File: config.mk
export PLATFORM = sky130hd
export DESIGN_NAME = uart_fifo_control_dma_ready
export DESIGN_NICKNAME = d
export VERILOG_FILES = /design/src/hdl/uart_fifo_pkg.sv /design/src/hdl/fifo_link_if.sv /design/src/hdl/uart_fifo_control_dma_ready.sv /design/src/hdl/uart_char_fifo.sv /design/src/hdl/uart_trigger_decode.sv
export SDC_FILE = /design/constraint.sdc
export NUM_CORES = 1
export LEC_CHECK = 0
export BUFFER_PORTS_ARGS = -buffer_cell sky130_fd_sc_hd__buf_2
export CAP_MARGIN = 15
export CORE_MARGIN = 4
export CORE_UTILIZATION = 50
export CTS_BUF_LIST = sky130_fd_sc_hd__clkbuf_4 sky130_fd_sc_hd__clkbuf_8
export DETAILED_ROUTE_END_ITERATION = 12
export PLACE_DENSITY = 0.75
export SYNTH_ARGS = -nofsm -noshare
export SYNTH_HDL_FRONTEND = slang
export SYNTH_SLANG_ARGS = --single-unit
File: constraint.sdc
create_clock -name sys_clk -period 3.05 [get_ports sys_clk]
set_input_delay 0.305 -clock sys_clk [delete_from_list [all_inputs] [get_ports sys_clk]]
set_output_delay 0.305 -clock sys_clk [all_outputs]
set_load 0.03 [all_outputs]
File: src/hdl/uart_fifo_pkg.sv
// constants shared by the dual-channel fifo control and dma request block
// assumes one clock domain, host writes on the same clock as the fifos
//
// Overview of operation
// RULE_01 - mode 0: tx request low while tx fifo, or holding reg, empty
// RULE_02 - mode 0: tx request returns high when first character is written
// RULE_03 - mode 0 or no fifo: rx request low while a character waits
// RULE_04 - mode 0: rx request returns high only once no character remains
// RULE_05 - mode 1 with fifo: tx request low when fill below tx trigger
// RULE_06 - mode 1: tx request high when tx fifo completely full
// RULE_07 - mode 1 with fifo: rx request low at rx trigger or time-out
// RULE_08 - mode 1: rx request stays low until rx fifo fully emptied
// RULE_09 - rx fifo keeps accepting characters past trigger until full
// RULE_10 - dma mode bit: clear selects mode 0, set mode 1, resets to 0
// RULE_11 - tx flush bit discards tx fifo and counters, then reads zero
// RULE_12 - rx flush bit discards rx fifo and counters, then reads zero
// RULE_13 - fifo enable bit enables both fifos; disabled after reset
// RULE_14 - rx trigger codes 00..11 select 8, 16, 24, 28 bytes
// RULE_15 - tx trigger codes 00..11 select 16, 8, 24, 30 bytes
// RULE_16 - rx ready interrupt and flow signal when rx count reaches trigger
// RULE_17 - tx empty interrupt when tx count falls below tx trigger
// RULE_18 - any nonzero extended level register selects extended levels
// RULE_19 - rx ready interrupt clears once rx count drops below trigger
// RULE_20 - dma controller moves data only while its request is low
// RULE_21 - each channel has own control register, fifos and requests
package uart_fifo_pkg;

	// ==========================================
	// fifo control register layout
	localparam int FIFO_EN_BIT = 0;
	localparam int RX_FLUSH_BIT = 1;
	localparam int TX_FLUSH_BIT = 2;
	localparam int DMA_MODE_BIT = 3;
	localparam int TX_TRIG_LSB = 4;
	localparam int RX_TRIG_LSB = 6;
	localparam logic [7:0] CTL_RESET = 8'h00;
	localparam logic [7:0] CTL_STORED_MASK = 8'hF9;

	// ==========================================
	// sizes and trigger levels
	localparam int FIFO_DEPTH = 32;
	localparam int LEVEL_W = 8;
	localparam logic [7:0] HOLDING_DEPTH = 8'h01;
	localparam logic [7:0] EXT_LEVEL_OFF = 8'h00;
	localparam logic [7:0] RX_TRIG_0 = 8'h08;
	localparam logic [7:0] RX_TRIG_1 = 8'h10;
	localparam logic [7:0] RX_TRIG_2 = 8'h18;
	localparam logic [7:0] RX_TRIG_3 = 8'h1C;
	localparam logic [7:0] TX_TRIG_0 = 8'h10;
	localparam logic [7:0] TX_TRIG_1 = 8'h08;
	localparam logic [7:0] TX_TRIG_2 = 8'h18;
	localparam logic [7:0] TX_TRIG_3 = 8'h1E;

	typedef enum logic {
		DMA_MODE0 = 1'b0,
		DMA_MODE1 = 1'b1
	} dma_mode_t;

endpackage

File: src/hdl/fifo_link_if.sv
// signals between the control logic and one character fifo
// assumes the fifo and its user share sys_clk
`timescale 1ns/100ps
interface fifo_link_if #(
	parameter int DATA_W = 8,
	parameter int CNT_W = 8
);
	logic push;
	logic [DATA_W-1:0] pushData;
	logic pop;
	logic [DATA_W-1:0] popData;
	logic flush;
	logic [CNT_W-1:0] limit;
	logic [CNT_W-1:0] count;
	logic full;
	logic empty;

	modport fifo (
		input push, pushData, pop, flush, limit,
		output popData, count, full, empty
	);
	modport user (
		output push, pushData, pop, flush, limit,
		input popData, count, full, empty
	);
endinterface

File: src/hdl/uart_fifo_control_dma_ready.sv
// fifo control, trigger levels and dma request pins for two channels
// assumes host strobes and uart core signals are on sys_clk
`timescale 1ns/100ps
module uart_fifo_control_dma_ready #(
	parameter int DEPTH = uart_fifo_pkg::FIFO_DEPTH
) (
	// clock and reset
	input wire logic sys_clk,
	input wire logic rst,
	// fifo control register write, channel 0 is A
	input wire logic ctlWrite,
	input wire logic ctlChannel,
	input wire logic [7:0] ctlData,
	// extended level registers, per channel
	input wire logic [1:0][7:0] extRxLevel,
	input wire logic [1:0][7:0] extTxLevel,
	input wire logic [1:0][7:0] flowThresholdLow,
	input wire logic [1:0][7:0] flowThresholdHigh,
	// host side of the transmit holding register
	input wire logic [1:0] txWrite,
	input wire logic [1:0][7:0] txWriteData,
	// transmitter unloading the transmit fifo
	input wire logic [1:0] txTake,
	output logic [1:0][7:0] txTakeData,
	// receiver loading the receive fifo
	input wire logic [1:0] rxLoad,
	input wire logic [1:0][7:0] rxLoadData,
	input wire logic [1:0] rxTimeout,
	// host side of the receive holding register
	input wire logic [1:0] rxRead,
	output logic [1:0][7:0] rxReadData,
	// status towards the rest of the uart
	output logic [1:0][7:0] fifoControl,
	output logic [1:0][7:0] txLevel,
	output logic [1:0][7:0] rxLevel,
	output logic [1:0] rxReadyIrq,
	output logic [1:0] txEmptyIrq,
	output logic [1:0] flowTrigger,
	output logic [1:0] rxOverrun,
	// dma request pins, active low
	output logic txDmaRequestNChA,
	output logic txDmaRequestNChB,
	output logic rxDmaRequestNChA,
	output logic rxDmaRequestNChB
);
	// ==========================================
	// per-channel request wires
	logic [1:0] txReqN;
	logic [1:0] rxReqN;

	assign txDmaRequestNChA = txReqN[0];
	assign txDmaRequestNChB = txReqN[1];
	assign rxDmaRequestNChA = rxReqN[0];
	assign rxDmaRequestNChB = rxReqN[1];

	// ==========================================
	// one independent slice per channel [RULE_21]
	for (genvar ch = 0; ch < 2; ch++) begin : g_chan

		fifo_link_if #(.DATA_W(8), .CNT_W(8)) txLink ();
		fifo_link_if #(.DATA_W(8), .CNT_W(8)) rxLink ();

		logic [7:0] ctl;
		logic [7:0] rxTrigger;
		logic [7:0] txTrigger;
		logic txReqActive;
		logic rxReqActive;
		logic next_txReqActive;
		logic next_rxReqActive;
		logic txReqOut;
		logic rxReqOut;
		logic rxIrq;
		logic txIrq;
		logic flow;
		logic overrun;
		logic [7:0] txData;
		logic [7:0] rxData;
		uart_fifo_pkg::dma_mode_t dmaMode;

		// ==========================================
		// control register write decode
		wire ctlHit = ctlWrite && (ctlChannel == 1'(ch));
		wire fifoOn = ctl[uart_fifo_pkg::FIFO_EN_BIT];
		wire newFifoOn = ctlData[uart_fifo_pkg::FIFO_EN_BIT];
		// toggling the enable also empties both fifos, so stale
		// bytes never straddle a capacity change
		wire enableFlip = ctlHit && (newFifoOn != fifoOn);
		wire txFlush = (ctlHit && ctlData[uart_fifo_pkg::TX_FLUSH_BIT])
			|| enableFlip; // [RULE_11]
		wire rxFlush = (ctlHit && ctlData[uart_fifo_pkg::RX_FLUSH_BIT])
			|| enableFlip; // [RULE_12]
		wire modeBit = ctl[uart_fifo_pkg::DMA_MODE_BIT];

		always_ff @(posedge sys_clk or posedge rst) begin
			if (rst) begin
				ctl <= uart_fifo_pkg::CTL_RESET; // [RULE_10] [RULE_13]
			end else if (ctlHit) begin
				// flush bits are never stored, so they read back zero
				ctl <= ctlData & uart_fifo_pkg::CTL_STORED_MASK;
			end
		end

		// mode 1 only makes sense with the fifos on [RULE_10]
		assign dmaMode = (modeBit && fifoOn) ? uart_fifo_pkg::DMA_MODE1
			: uart_fifo_pkg::DMA_MODE0;

		// ==========================================
		// trigger levels
		uart_trigger_decode u_trig (
			.fifoControl(ctl),
			.extRxLevel(extRxLevel[ch]),
			.extTxLevel(extTxLevel[ch]),
			.flowThresholdLow(flowThresholdLow[ch]),
			.flowThresholdHigh(flowThresholdHigh[ch]),
			.rxTrigger(rxTrigger),
			.txTrigger(txTrigger)
		);

		// ==========================================
		// character fifos; disabled means a one-byte holding reg
		wire [7:0] capacity = fifoOn ? 8'(DEPTH)
			: uart_fifo_pkg::HOLDING_DEPTH; // [RULE_13]

		assign txLink.push = txWrite[ch];
		assign txLink.pushData = txWriteData[ch];
		assign txLink.pop = txTake[ch];
		assign txLink.flush = txFlush;
		assign txLink.limit = capacity;
		assign txData = txLink.popData;

		assign rxLink.push = rxLoad[ch];
		assign rxLink.pushData = rxLoadData[ch];
		assign rxLink.pop = rxRead[ch];
		assign rxLink.flush = rxFlush;
		assign rxLink.limit = capacity;
		assign rxData = rxLink.popData;

		uart_char_fifo #(.DEPTH(DEPTH), .DATA_W(8)) u_txFifo (
			.sys_clk(sys_clk),
			.rst(rst),
			.link(txLink.fifo)
		);

		uart_char_fifo #(.DEPTH(DEPTH), .DATA_W(8)) u_rxFifo (
			.sys_clk(sys_clk),
			.rst(rst),
			.link(rxLink.fifo)
		);

		// ==========================================
		// level comparisons
		wire txBelow = txLink.count < txTrigger;
		wire rxAtTrig = rxLink.count >= rxTrigger;
		wire rxHasData = !rxLink.empty;

		// ==========================================
		// transmit request state
		always_comb begin
			next_txReqActive = txReqActive;
			case (dmaMode)
				uart_fifo_pkg::DMA_MODE0: begin
					// empty asks, first written character releases
					next_txReqActive = txLink.empty; // [RULE_01] [RULE_02]
				end
				uart_fifo_pkg::DMA_MODE1: begin
					if (txLink.full) begin
						next_txReqActive = 1'b0; // [RULE_06]
					end else if (txBelow) begin
						next_txReqActive = 1'b1; // [RULE_05]
					end
				end
				default: begin
					next_txReqActive = 1'b0;
				end
			endcase
		end

		// ==========================================
		// receive request state
		always_comb begin
			next_rxReqActive = rxReqActive;
			case (dmaMode)
				uart_fifo_pkg::DMA_MODE0: begin
					// any waiting character asks [RULE_03] [RULE_04]
					next_rxReqActive = rxHasData;
				end
				uart_fifo_pkg::DMA_MODE1: begin
					if (!rxHasData) begin
						next_rxReqActive = 1'b0; // [RULE_08]
					end else if (rxAtTrig || rxTimeout[ch]) begin
						next_rxReqActive = 1'b1; // [RULE_07]
					end
				end
				default: begin
					next_rxReqActive = 1'b0;
				end
			endcase
		end

		always_ff @(posedge sys_clk or posedge rst) begin
			if (rst) begin
				txReqActive <= 1'b0;
				rxReqActive <= 1'b0;
			end else begin
				txReqActive <= next_txReqActive;
				rxReqActive <= next_rxReqActive;
			end
		end

		// pins are registered copies so they never glitch
		always_ff @(posedge sys_clk or posedge rst) begin
			if (rst) begin
				txReqOut <= 1'b1;
				rxReqOut <= 1'b1;
			end else begin
				txReqOut <= !next_txReqActive;
				rxReqOut <= !next_rxReqActive;
			end
		end

		assign txReqN[ch] = txReqOut;
		assign rxReqN[ch] = rxReqOut;

		// ==========================================
		// interrupt and flow levels
		// non-fifo mode: irqs fall back to holding register full/empty, flow stays low
		wire rxIrqNext = fifoOn ? rxAtTrig : rxHasData; // [RULE_16] [RULE_19]
		wire txIrqNext = fifoOn ? txBelow : txLink.empty; // [RULE_17]
		wire flowNext = fifoOn && rxAtTrig; // [RULE_16]
		// a byte offered to a full receive fifo is dropped
		wire overrunNext = rxLoad[ch] && rxLink.full && !rxFlush;

		always_ff @(posedge sys_clk or posedge rst) begin
			if (rst) begin
				rxIrq <= 1'b0;
				txIrq <= 1'b0;
				flow <= 1'b0;
				overrun <= 1'b0;
			end else begin
				rxIrq <= rxIrqNext;
				txIrq <= txIrqNext;
				flow <= flowNext;
				overrun <= overrunNext;
			end
		end

		// ==========================================
		// outputs of this channel
		assign fifoControl[ch] = ctl;
		assign txLevel[ch] = txLink.count;
		assign rxLevel[ch] = rxLink.count;
		assign txTakeData[ch] = txData;
		assign rxReadData[ch] = rxData;
		assign rxReadyIrq[ch] = rxIrq;
		assign txEmptyIrq[ch] = txIrq;
		assign flowTrigger[ch] = flow;
		assign rxOverrun[ch] = overrun;
	end

endmodule

File: src/hdl/uart_char_fifo.sv
// character fifo in flip-flops with a run-time capacity limit
// assumes limit never exceeds DEPTH; flush wins over push and pop
`timescale 1ns/100ps
module uart_char_fifo #(
	parameter int DEPTH = uart_fifo_pkg::FIFO_DEPTH,
	parameter int DATA_W = 8
) (
	// clock and reset
	input wire logic sys_clk,
	input wire logic rst,
	// link to the control logic
	fifo_link_if.fifo link
);
	localparam int IDX_W = $clog2(DEPTH);
	localparam logic [IDX_W-1:0] LAST = IDX_W'(DEPTH - 1);

	function automatic logic [IDX_W-1:0] bump(input logic [IDX_W-1:0] i);
		bump = (i == LAST) ? '0 : i + 1'b1;
	endfunction

	logic [DATA_W-1:0] store [DEPTH];
	logic [IDX_W-1:0] wrIdx;
	logic [IDX_W-1:0] rdIdx;
	logic [7:0] count;

	// characters past the trigger are still taken until full [RULE_09]
	wire doPush = link.push && !link.full;
	wire doPop = link.pop && !link.empty;

	assign link.count = count;
	assign link.full = (count >= link.limit);
	assign link.empty = (count == 8'h00);
	assign link.popData = store[rdIdx];

	always_ff @(posedge sys_clk) begin
		if (doPush && !link.flush) begin
			store[wrIdx] <= link.pushData;
		end
	end

	always_ff @(posedge sys_clk or posedge rst) begin
		if (rst) begin
			wrIdx <= '0;
			rdIdx <= '0;
			count <= 8'h00;
		end else if (link.flush) begin
			wrIdx <= '0;
			rdIdx <= '0;
			count <= 8'h00;
		end else begin
			if (doPush) begin
				wrIdx <= bump(wrIdx);
			end
			if (doPop) begin
				rdIdx <= bump(rdIdx);
			end
			count <= count + {7'h00, doPush} - {7'h00, doPop};
		end
	end
endmodule

File: src/hdl/uart_trigger_decode.sv
// trigger level selection from the control fields or extended levels
// assumes extended level registers live outside and are steady
`timescale 1ns/100ps
module uart_trigger_decode (
	// control register and extended levels
	input wire logic [7:0] fifoControl,
	input wire logic [7:0] extRxLevel,
	input wire logic [7:0] extTxLevel,
	input wire logic [7:0] flowThresholdLow,
	input wire logic [7:0] flowThresholdHigh,
	// selected levels
	output logic [7:0] rxTrigger,
	output logic [7:0] txTrigger
);
	function automatic logic [7:0] rxDecode(input logic [1:0] code);
		case (code)
			2'h0: rxDecode = uart_fifo_pkg::RX_TRIG_0;
			2'h1: rxDecode = uart_fifo_pkg::RX_TRIG_1;
			2'h2: rxDecode = uart_fifo_pkg::RX_TRIG_2;
			default: rxDecode = uart_fifo_pkg::RX_TRIG_3;
		endcase
	endfunction

	function automatic logic [7:0] txDecode(input logic [1:0] code);
		case (code)
			2'h0: txDecode = uart_fifo_pkg::TX_TRIG_0;
			2'h1: txDecode = uart_fifo_pkg::TX_TRIG_1;
			2'h2: txDecode = uart_fifo_pkg::TX_TRIG_2;
			default: txDecode = uart_fifo_pkg::TX_TRIG_3;
		endcase
	endfunction

	wire [1:0] rxCode = fifoControl[uart_fifo_pkg::RX_TRIG_LSB +: 2];
	wire [1:0] txCode = fifoControl[uart_fifo_pkg::TX_TRIG_LSB +: 2];
	// any nonzero extended register hands levels over [RULE_18]
	wire useExt = (extRxLevel != uart_fifo_pkg::EXT_LEVEL_OFF)
		|| (extTxLevel != uart_fifo_pkg::EXT_LEVEL_OFF)
		|| (flowThresholdLow != uart_fifo_pkg::EXT_LEVEL_OFF)
		|| (flowThresholdHigh != uart_fifo_pkg::EXT_LEVEL_OFF);

	assign rxTrigger = useExt ? extRxLevel : rxDecode(rxCode); // [RULE_14]
	assign txTrigger = useExt ? extTxLevel : txDecode(txCode); // [RULE_15]
endmodule

Word level (Yosys, flattened, before mapping)
Memory sizes are Yosys's and may differ from the RTL's.
Cells that the tools add are included.
Word-level totals
  flip-flop bits (word level): 100
  memories kept: 4
  word-level logic and storage cells: 223
  output and inout port bits: 92
  RAM bits: 1024
Memories
  g_chan[0].u_rxFifo.store: depth 32, bits a word 8, rd ports 1, clocked after memory_dff 0, write ports 1, RTL line uart_char_fifo.sv:21  | logic [DATA_W-1:0] store [DEPTH];
  g_chan[0].u_txFifo.store: depth 32, bits a word 8, rd ports 1, clocked after memory_dff 0, write ports 1, RTL line uart_char_fifo.sv:21
  g_chan[1].u_rxFifo.store: depth 32, bits a word 8, rd ports 1, clocked after memory_dff 0, write ports 1, RTL line uart_char_fifo.sv:21
  g_chan[1].u_txFifo.store: depth 32, bits a word 8, rd ports 1, clocked after memory_dff 0, write ports 1, RTL line uart_char_fifo.sv:21
Cells by class
  magnitude comparators: 8
  bitwise gates (word level): 3
  add/subtract/negate cells: 16
  equal/unequal tests: 18
  muxes and demuxes: 64
  reductions and logical operators: 80
Operators by type and width (count)
  $mux 5: 24
  $mux 8: 8
  $reduce_bool 8->1: 8
  $pmux 5 s3: 4
  $add 5x1->5 const B: 8
  $eq 5x5->1 const B: 8
  $add 8x1->8: 4
  $ge 8x6->1: 4
  $logic_not 8->1: 4
  $sub 8x1->8: 4
  $logic_and 1x1->1: 28
  $mux 1: 22
  $ge 8x8->1: 2
  $logic_not 1->1: 16
  $lt 8x8->1: 2
  $reduce_bool 2->1: 8
  $logic_or 1x1->1: 12
  $mux 6: 2
  $eq 2x1->1 const B: 4
  $eq 2x2->1 const B: 4
  $logic_not 2->1: 4
  $pmux 1 s2: 4
  $not 1->1: 3
  $ne 1x1->1: 2

Depth between registers and ports, before layout
  depth in word-level cells: 11
  depth in mapped cells: 15
  gate-level depth less buffers: 14

Cells and area by module
Synthesis repeated with hierarchy kept, for this count alone.
Second synthesis, totals
  cells, all modules: 2677
  area, all modules: 47410.5 um2
By module, submodules not included
  uart_char_fifo (g_chan[0].u_txFifo ...): area an instance 11227.0 um2, cells an instance 598, sequential area each 8137.8 um2, instances 3
  uart_char_fifo (g_chan[0].u_rxFifo): area an instance 11227.0 um2, cells an instance 599, sequential area each 8137.8 um2, instances 1
  uart_fifo_control_dma_ready: area an instance 1949.4 um2, cells an instance 206, sequential area each 705.7 um2, instances 1
  uart_trigger_decode: area an instance 276.5 um2, cells an instance 39, sequential area each 0.0 um2, instances 2

Least setup slack after synthesis
OpenSTA, ideal clock, no wires.
  path type: flip-flop to flip-flop
  start: register g_chan[0].u_rxFifo.count[2]
  end: register g_chan[0].u_rxFifo.count[6]
  library setup time: 0.132 ns
  stages on the path, launching flop included: 15
  buffers on the path: 0
  data arrival time: 3.442 ns
  required time: 2.918 ns
  path slack: -0.524 ns
  path through: dfrtp_1 -> inv_1 -> ha_1 -> or2b_2 -> o31ai_1 -> inv_1 -> ha_1 -> inv_1 -> ha_1 -> fa_1 -> a211o_1 -> a31oi_1 -> o21bai_1 -> xnor2_1 -> nor2_1
On the way
  longest elaborated chain between the ends: 6
Ends and longest elaborated chain
  from (decl): RTL line uart_char_fifo.sv:24  | logic [7:0] count;
  from (signal assigned): RTL line uart_char_fifo.sv:57  | count <= count + {7'h00, doPush} - {7'h00, doPop};
  $ge 8x6->1: RTL line uart_char_fifo.sv:31  | assign link.full = (count >= link.limit);
  $logic_not 1->1: RTL line uart_char_fifo.sv:27  | wire doPush = link.push && !link.full;
  $logic_and 1x1->1: RTL line uart_char_fifo.sv:27
  $add 8x1->8: RTL line uart_char_fifo.sv:57
  $sub 8x1->8 *: RTL line uart_char_fifo.sv:57
  $mux 8 *: RTL line uart_char_fifo.sv:46  | end else if (link.flush) begin
Every way passes the cells marked *; elsewhere a longest branch is shown, timed or not.
A chain may end at the register's enable or synchronous reset.

==> results.sh <==
export IMPL_status="complete, but fails checks"
export IMPL_start_util=0.5039
export IMPL_peakVddDrop_v=0.0007735
export IMPL_start_kind="flip-flop"
export IMPL_detail_route_iter0_violations=2669
export IMPL_cts_htree_levels=4
export IMPL_wl_per_cell_um=23.80
export IMPL_clk_pin_slew_worst_paths_ps=60
export IMPL_synth_xor_area_frac=0.004290
export IMPL_synth_distinct_cells=67
export IMPL_avgViaCountPerCell=5.723
export IMPL_wirelength_um=116300
export IMPL_cts_tree="built"
export IMPL_drtAntennaViolNets=0
export IMPL_grt_overflow=0
export IMPL_min_period_over_period=1.058
export IMPL_synthCells=2850
export IMPL_pre_cts_ws_ps=32.85
export IMPL_drc=0
export IMPL_num_vias=27970
export IMPL_synthMuxAreaShare=0.1208
export IMPL_num_rows=112
export IMPL_setup_ws_ps=-176.0
export IMPL_nets=3713
export IMPL_timing_max_cap_violations=0
export IMPL_synth_compound_area_frac=0.05577
export IMPL_tightest_slew_ps=846.5
export IMPL_hpwl_um=72290
export IMPL_grt_pass1_wl_um=172100
export IMPL_fmax_mhz=310.0
export IMPL_cts_buffers_inserted=180
export IMPL_r2r_cells=14
export IMPL_die_width_um=314.5
export IMPL_root_buffer="clkbuf_8"
export IMPL_powerDensity_nw_per_um2=801.6
export IMPL_synth_area_um2=46960
export IMPL_final_min_clock_period_ps=3226
export IMPL_hold_path_cell_count=6
export IMPL_timing_hold_ws_ps=78.89
export IMPL_instances_no_fill=4886
export IMPL_rsz0062_at_grt="true"
export IMPL_hold_path_class="in2reg"
export IMPL_dp_cells=4403
export IMPL_antenna_found_initial=9
export IMPL_hold_end="g_chan[0].u_txFifo.wrIdx[1]$_DFFE_PP0P_"
export IMPL_crit_fanout=4
export IMPL_gp_congestion=0.8737
export IMPL_r2r_end="g_chan[0].u_rxFifo.link.count[6]$_DFF_PP0_"
export IMPL_power_leakage_nw=20.29
export IMPL_r2r_setup_slack_ps=100
export IMPL_ys_ff_latch=1124
export IMPL_grt_pass1_vias=28290
export IMPL_area_growth_pct=23.45
export IMPL_seq_area_frac_synth=0.7082
export IMPL_grt_max_degree=56
export IMPL_synth_adder_area_share=0.03208
export IMPL_synth_main_ff_cell="edfxtp_1"
export IMPL_drtPass1Iterations=5
export IMPL_crit_path_end_kind="output pin"
export IMPL_drive_gt1_frac=0.3597
export IMPL_hold_viol_final=0
export IMPL_port_buffers=205
export IMPL_grt_use_total=0.2311
export IMPL_ys_warnings_count=0
export IMPL_synth_edf_count=1024
export IMPL_path_class="reg2out"
export IMPL_slew_headroom=0.4357
export IMPL_critPathArrivalTime_ps=2920
export IMPL_core_area_um2=93190
export IMPL_clock_latency_ps=860
export IMPL_hp_start="txWrite[0]"
export IMPL_r2r_start="g_chan[0].u_rxFifo.link.count[2]$_DFF_PP0_"
export IMPL_finClkSkew_ps=47.24
export IMPL_clockBufferDepth=3
export IMPL_synth_top_family_by_area="multiplexers"
export IMPL_ioPinCount=210
export IMPL_dpl_instance_area_um2=50900
export IMPL_crit_required_ps=2740
export IMPL_final_area_um2=57970
export IMPL_cts_sinks=1124
export IMPL_violations="setup timing"
export IMPL_yosys_area_share_simple=0.05856
export IMPL_setup_viol=22
export IMPL_die_y_um=314.5
export IMPL_finalMaxSlewViolations=0
export IMPL_async_flop_share=0.08897
export IMPL_die_area_um2=98890
export IMPL_syn_mean_instance_area_um2=16.48
[synth_stat cells (all sizes together) (6+ instances only)]
cell type     n  area share
a2111oi       8      0.0015
a211oi       12      0.0019
a21o          7      0.0011
a21oi       116       0.012
a221oi       17      0.0032
a22o         17      0.0032
a22oi        79       0.013
a31oi        38      0.0051
and2          9      0.0012
and3         14      0.0019
buf          86      0.0091
clkbuf       56      0.0045
dfrtp        96       0.051
edfxtp     1024        0.65
ha          114       0.030
inv          82      0.0066
mux2         92       0.022
mux2i       175       0.037
mux4        128       0.061
nand2        89      0.0071
nand2b       21      0.0028
nand3        76      0.0082
nand3b       15      0.0024
nor2        217       0.017
nor2b        24      0.0032
nor3         19      0.0020
nor3b        11      0.0018
nor4         16      0.0021
o21ai        35      0.0037
o22ai        43      0.0057
or2           9      0.0012
or3           7     0.00093
or3b          7      0.0013
or4b          6      0.0013
xnor2        14      0.0026
xor2          9      0.0017
[critical path: stages, from the launching register on]
cell and delay, ps:
dfrtp_4 490, buf_4 140, mux4_2 490, a22o_1 320, a221oi_4 310, nand3_2 130
buf_4 190
[what timing repair did]
| item | 4_1_cts | 5_1_grt |
|---|---|---|
| gates resized for setup | 255 | 137 |
| setup endpoints to repair | 32 | 289 |
| pin swaps | 57 | 61 |
| hold buffers | 57 | 0 |
| buffers inserted | 46 | 31 |
| endpoints found under the hold margin | 1086 | 0 |
| gates cloned | 6 | 7 |
[cells by family after synthesis]
kind of cell / count (synthesis)
flip-flops: 1124
AND/OR/NAND/NOR: 562
AO/OA/AOI/OAI: 401
multiplexers: 395
buffers and inverters: 226
adder cells (fa/ha/maj): 118
XOR/XNOR: 23
other: 1
[routing by layer]
metal  routed length, um  vias up  track usage  share of wire
met5                  13        -            0        0.00011
met2               54930     1179       0.3628           0.47
met1               50010    14090       0.3334           0.43
met3                8618      185      0.04430          0.074
li1                    -    12510            -              -
met4                2723        2      0.06682          0.023
[cell type report]
cell class / instances / area [um^2]
Sequential cell: 1124 / 33290
Clock buffer: 260 / 3172
Antenna cell: 7 / 17.52
Fill cell: 6408 / 35220
Multi-Input combinational cell: 1503 / 14190
Inverter: 84 / 322.8
Timing Repair Buffer: 584 / 4971
Clock inverter: 70 / 441.7
Tap cell: 1254 / 1569
[worst max-delay path by stage]
stage,startpoint,depth (start not counted),endpoint
finish,g_chan[1].u_rxFifo.rdIdx[0]$_DFFE_PP0P_,6,rxReadData[15]
global route,g_chan[1].u_rxFifo.rdIdx[0]$_DFFE_PP0P_,6,rxReadData[15]
CTS,g_chan[1].u_rxFifo.rdIdx[0]$_DFFE_PP0P_,6,rxReadData[12]
detailed placement,g_chan[0].u_rxFifo.link.count[2]$_DFF_PP0_,14,g_chan[0].u_rxFifo.link.count[6]$_DFF_PP0_
global placement,g_chan[0].u_rxFifo.link.count[2]$_DFF_PP0_,14,g_chan[0].u_rxFifo.link.count[6]$_DFF_PP0_
floorplan,g_chan[0].u_rxFifo.link.count[2]$_DFF_PP0_,14,g_chan[0].u_rxFifo.link.count[6]$_DFF_PP0_
[state kept, by name, summed over array words and instances, names as in the netlist, 2 cells and up]
name                        cells
g_chan.txReqActive              2
g_chan.overrun                  2
g_chan.u_txFifo.rdIdx          10
g_chan.rxReqActive              2
g_chan.u_rxFifo.rdIdx          10
g_chan.ctl                     12
g_chan.u_rxFifo.wrIdx          10
g_chan.u_txFifo.wrIdx          10
g_chan.u_rxFifo.link.count     16
g_chan.flow                     2
g_chan.u_txFifo.link.count     16
g_chan.u_rxFifo.store         512
g_chan.u_txFifo.store         512
g_chan.txIrq                    2
g_chan.rxIrq                    2
[power breakdown]
group | leakage, nW | internal, mW | switching, mW | total, mW
sequential | 10.4 | 17.5 | 0.563 | 18.0
clock | 1.91 | 7.02 | 5.83 | 12.8
combinational | 7.94 | 7.01 | 8.59 | 15.6
total | 20.3 | 31.5 | 15.0 | 46.5
[cell usage in the layout, fill, tap and decap left out, drive strengths merged, types with 92 or more instances in the layout]
cell type,Yosys,final
edfxtp,1024,1024
buf,86,522
clkbuf,56,265
nor2,217,217
mux2i,175,175
mux4,128,128
a21oi,116,116
ha,114,114
dfrtp,96,96
mux2,92,92
[metrics by stage]
step	TNS [ps]	util	power (mW)
after floorplan	-64.39	-	26.85
after global placement	0	0.5462	30.77
after detailed placement	0	0.5462	30.93
after CTS	-4183	0.6103	45.56
after global routing	-4803	0.6220	48.60
final	-1733	0.6221	46.47
Note: power is estimated with default switching activity, not from simulation.
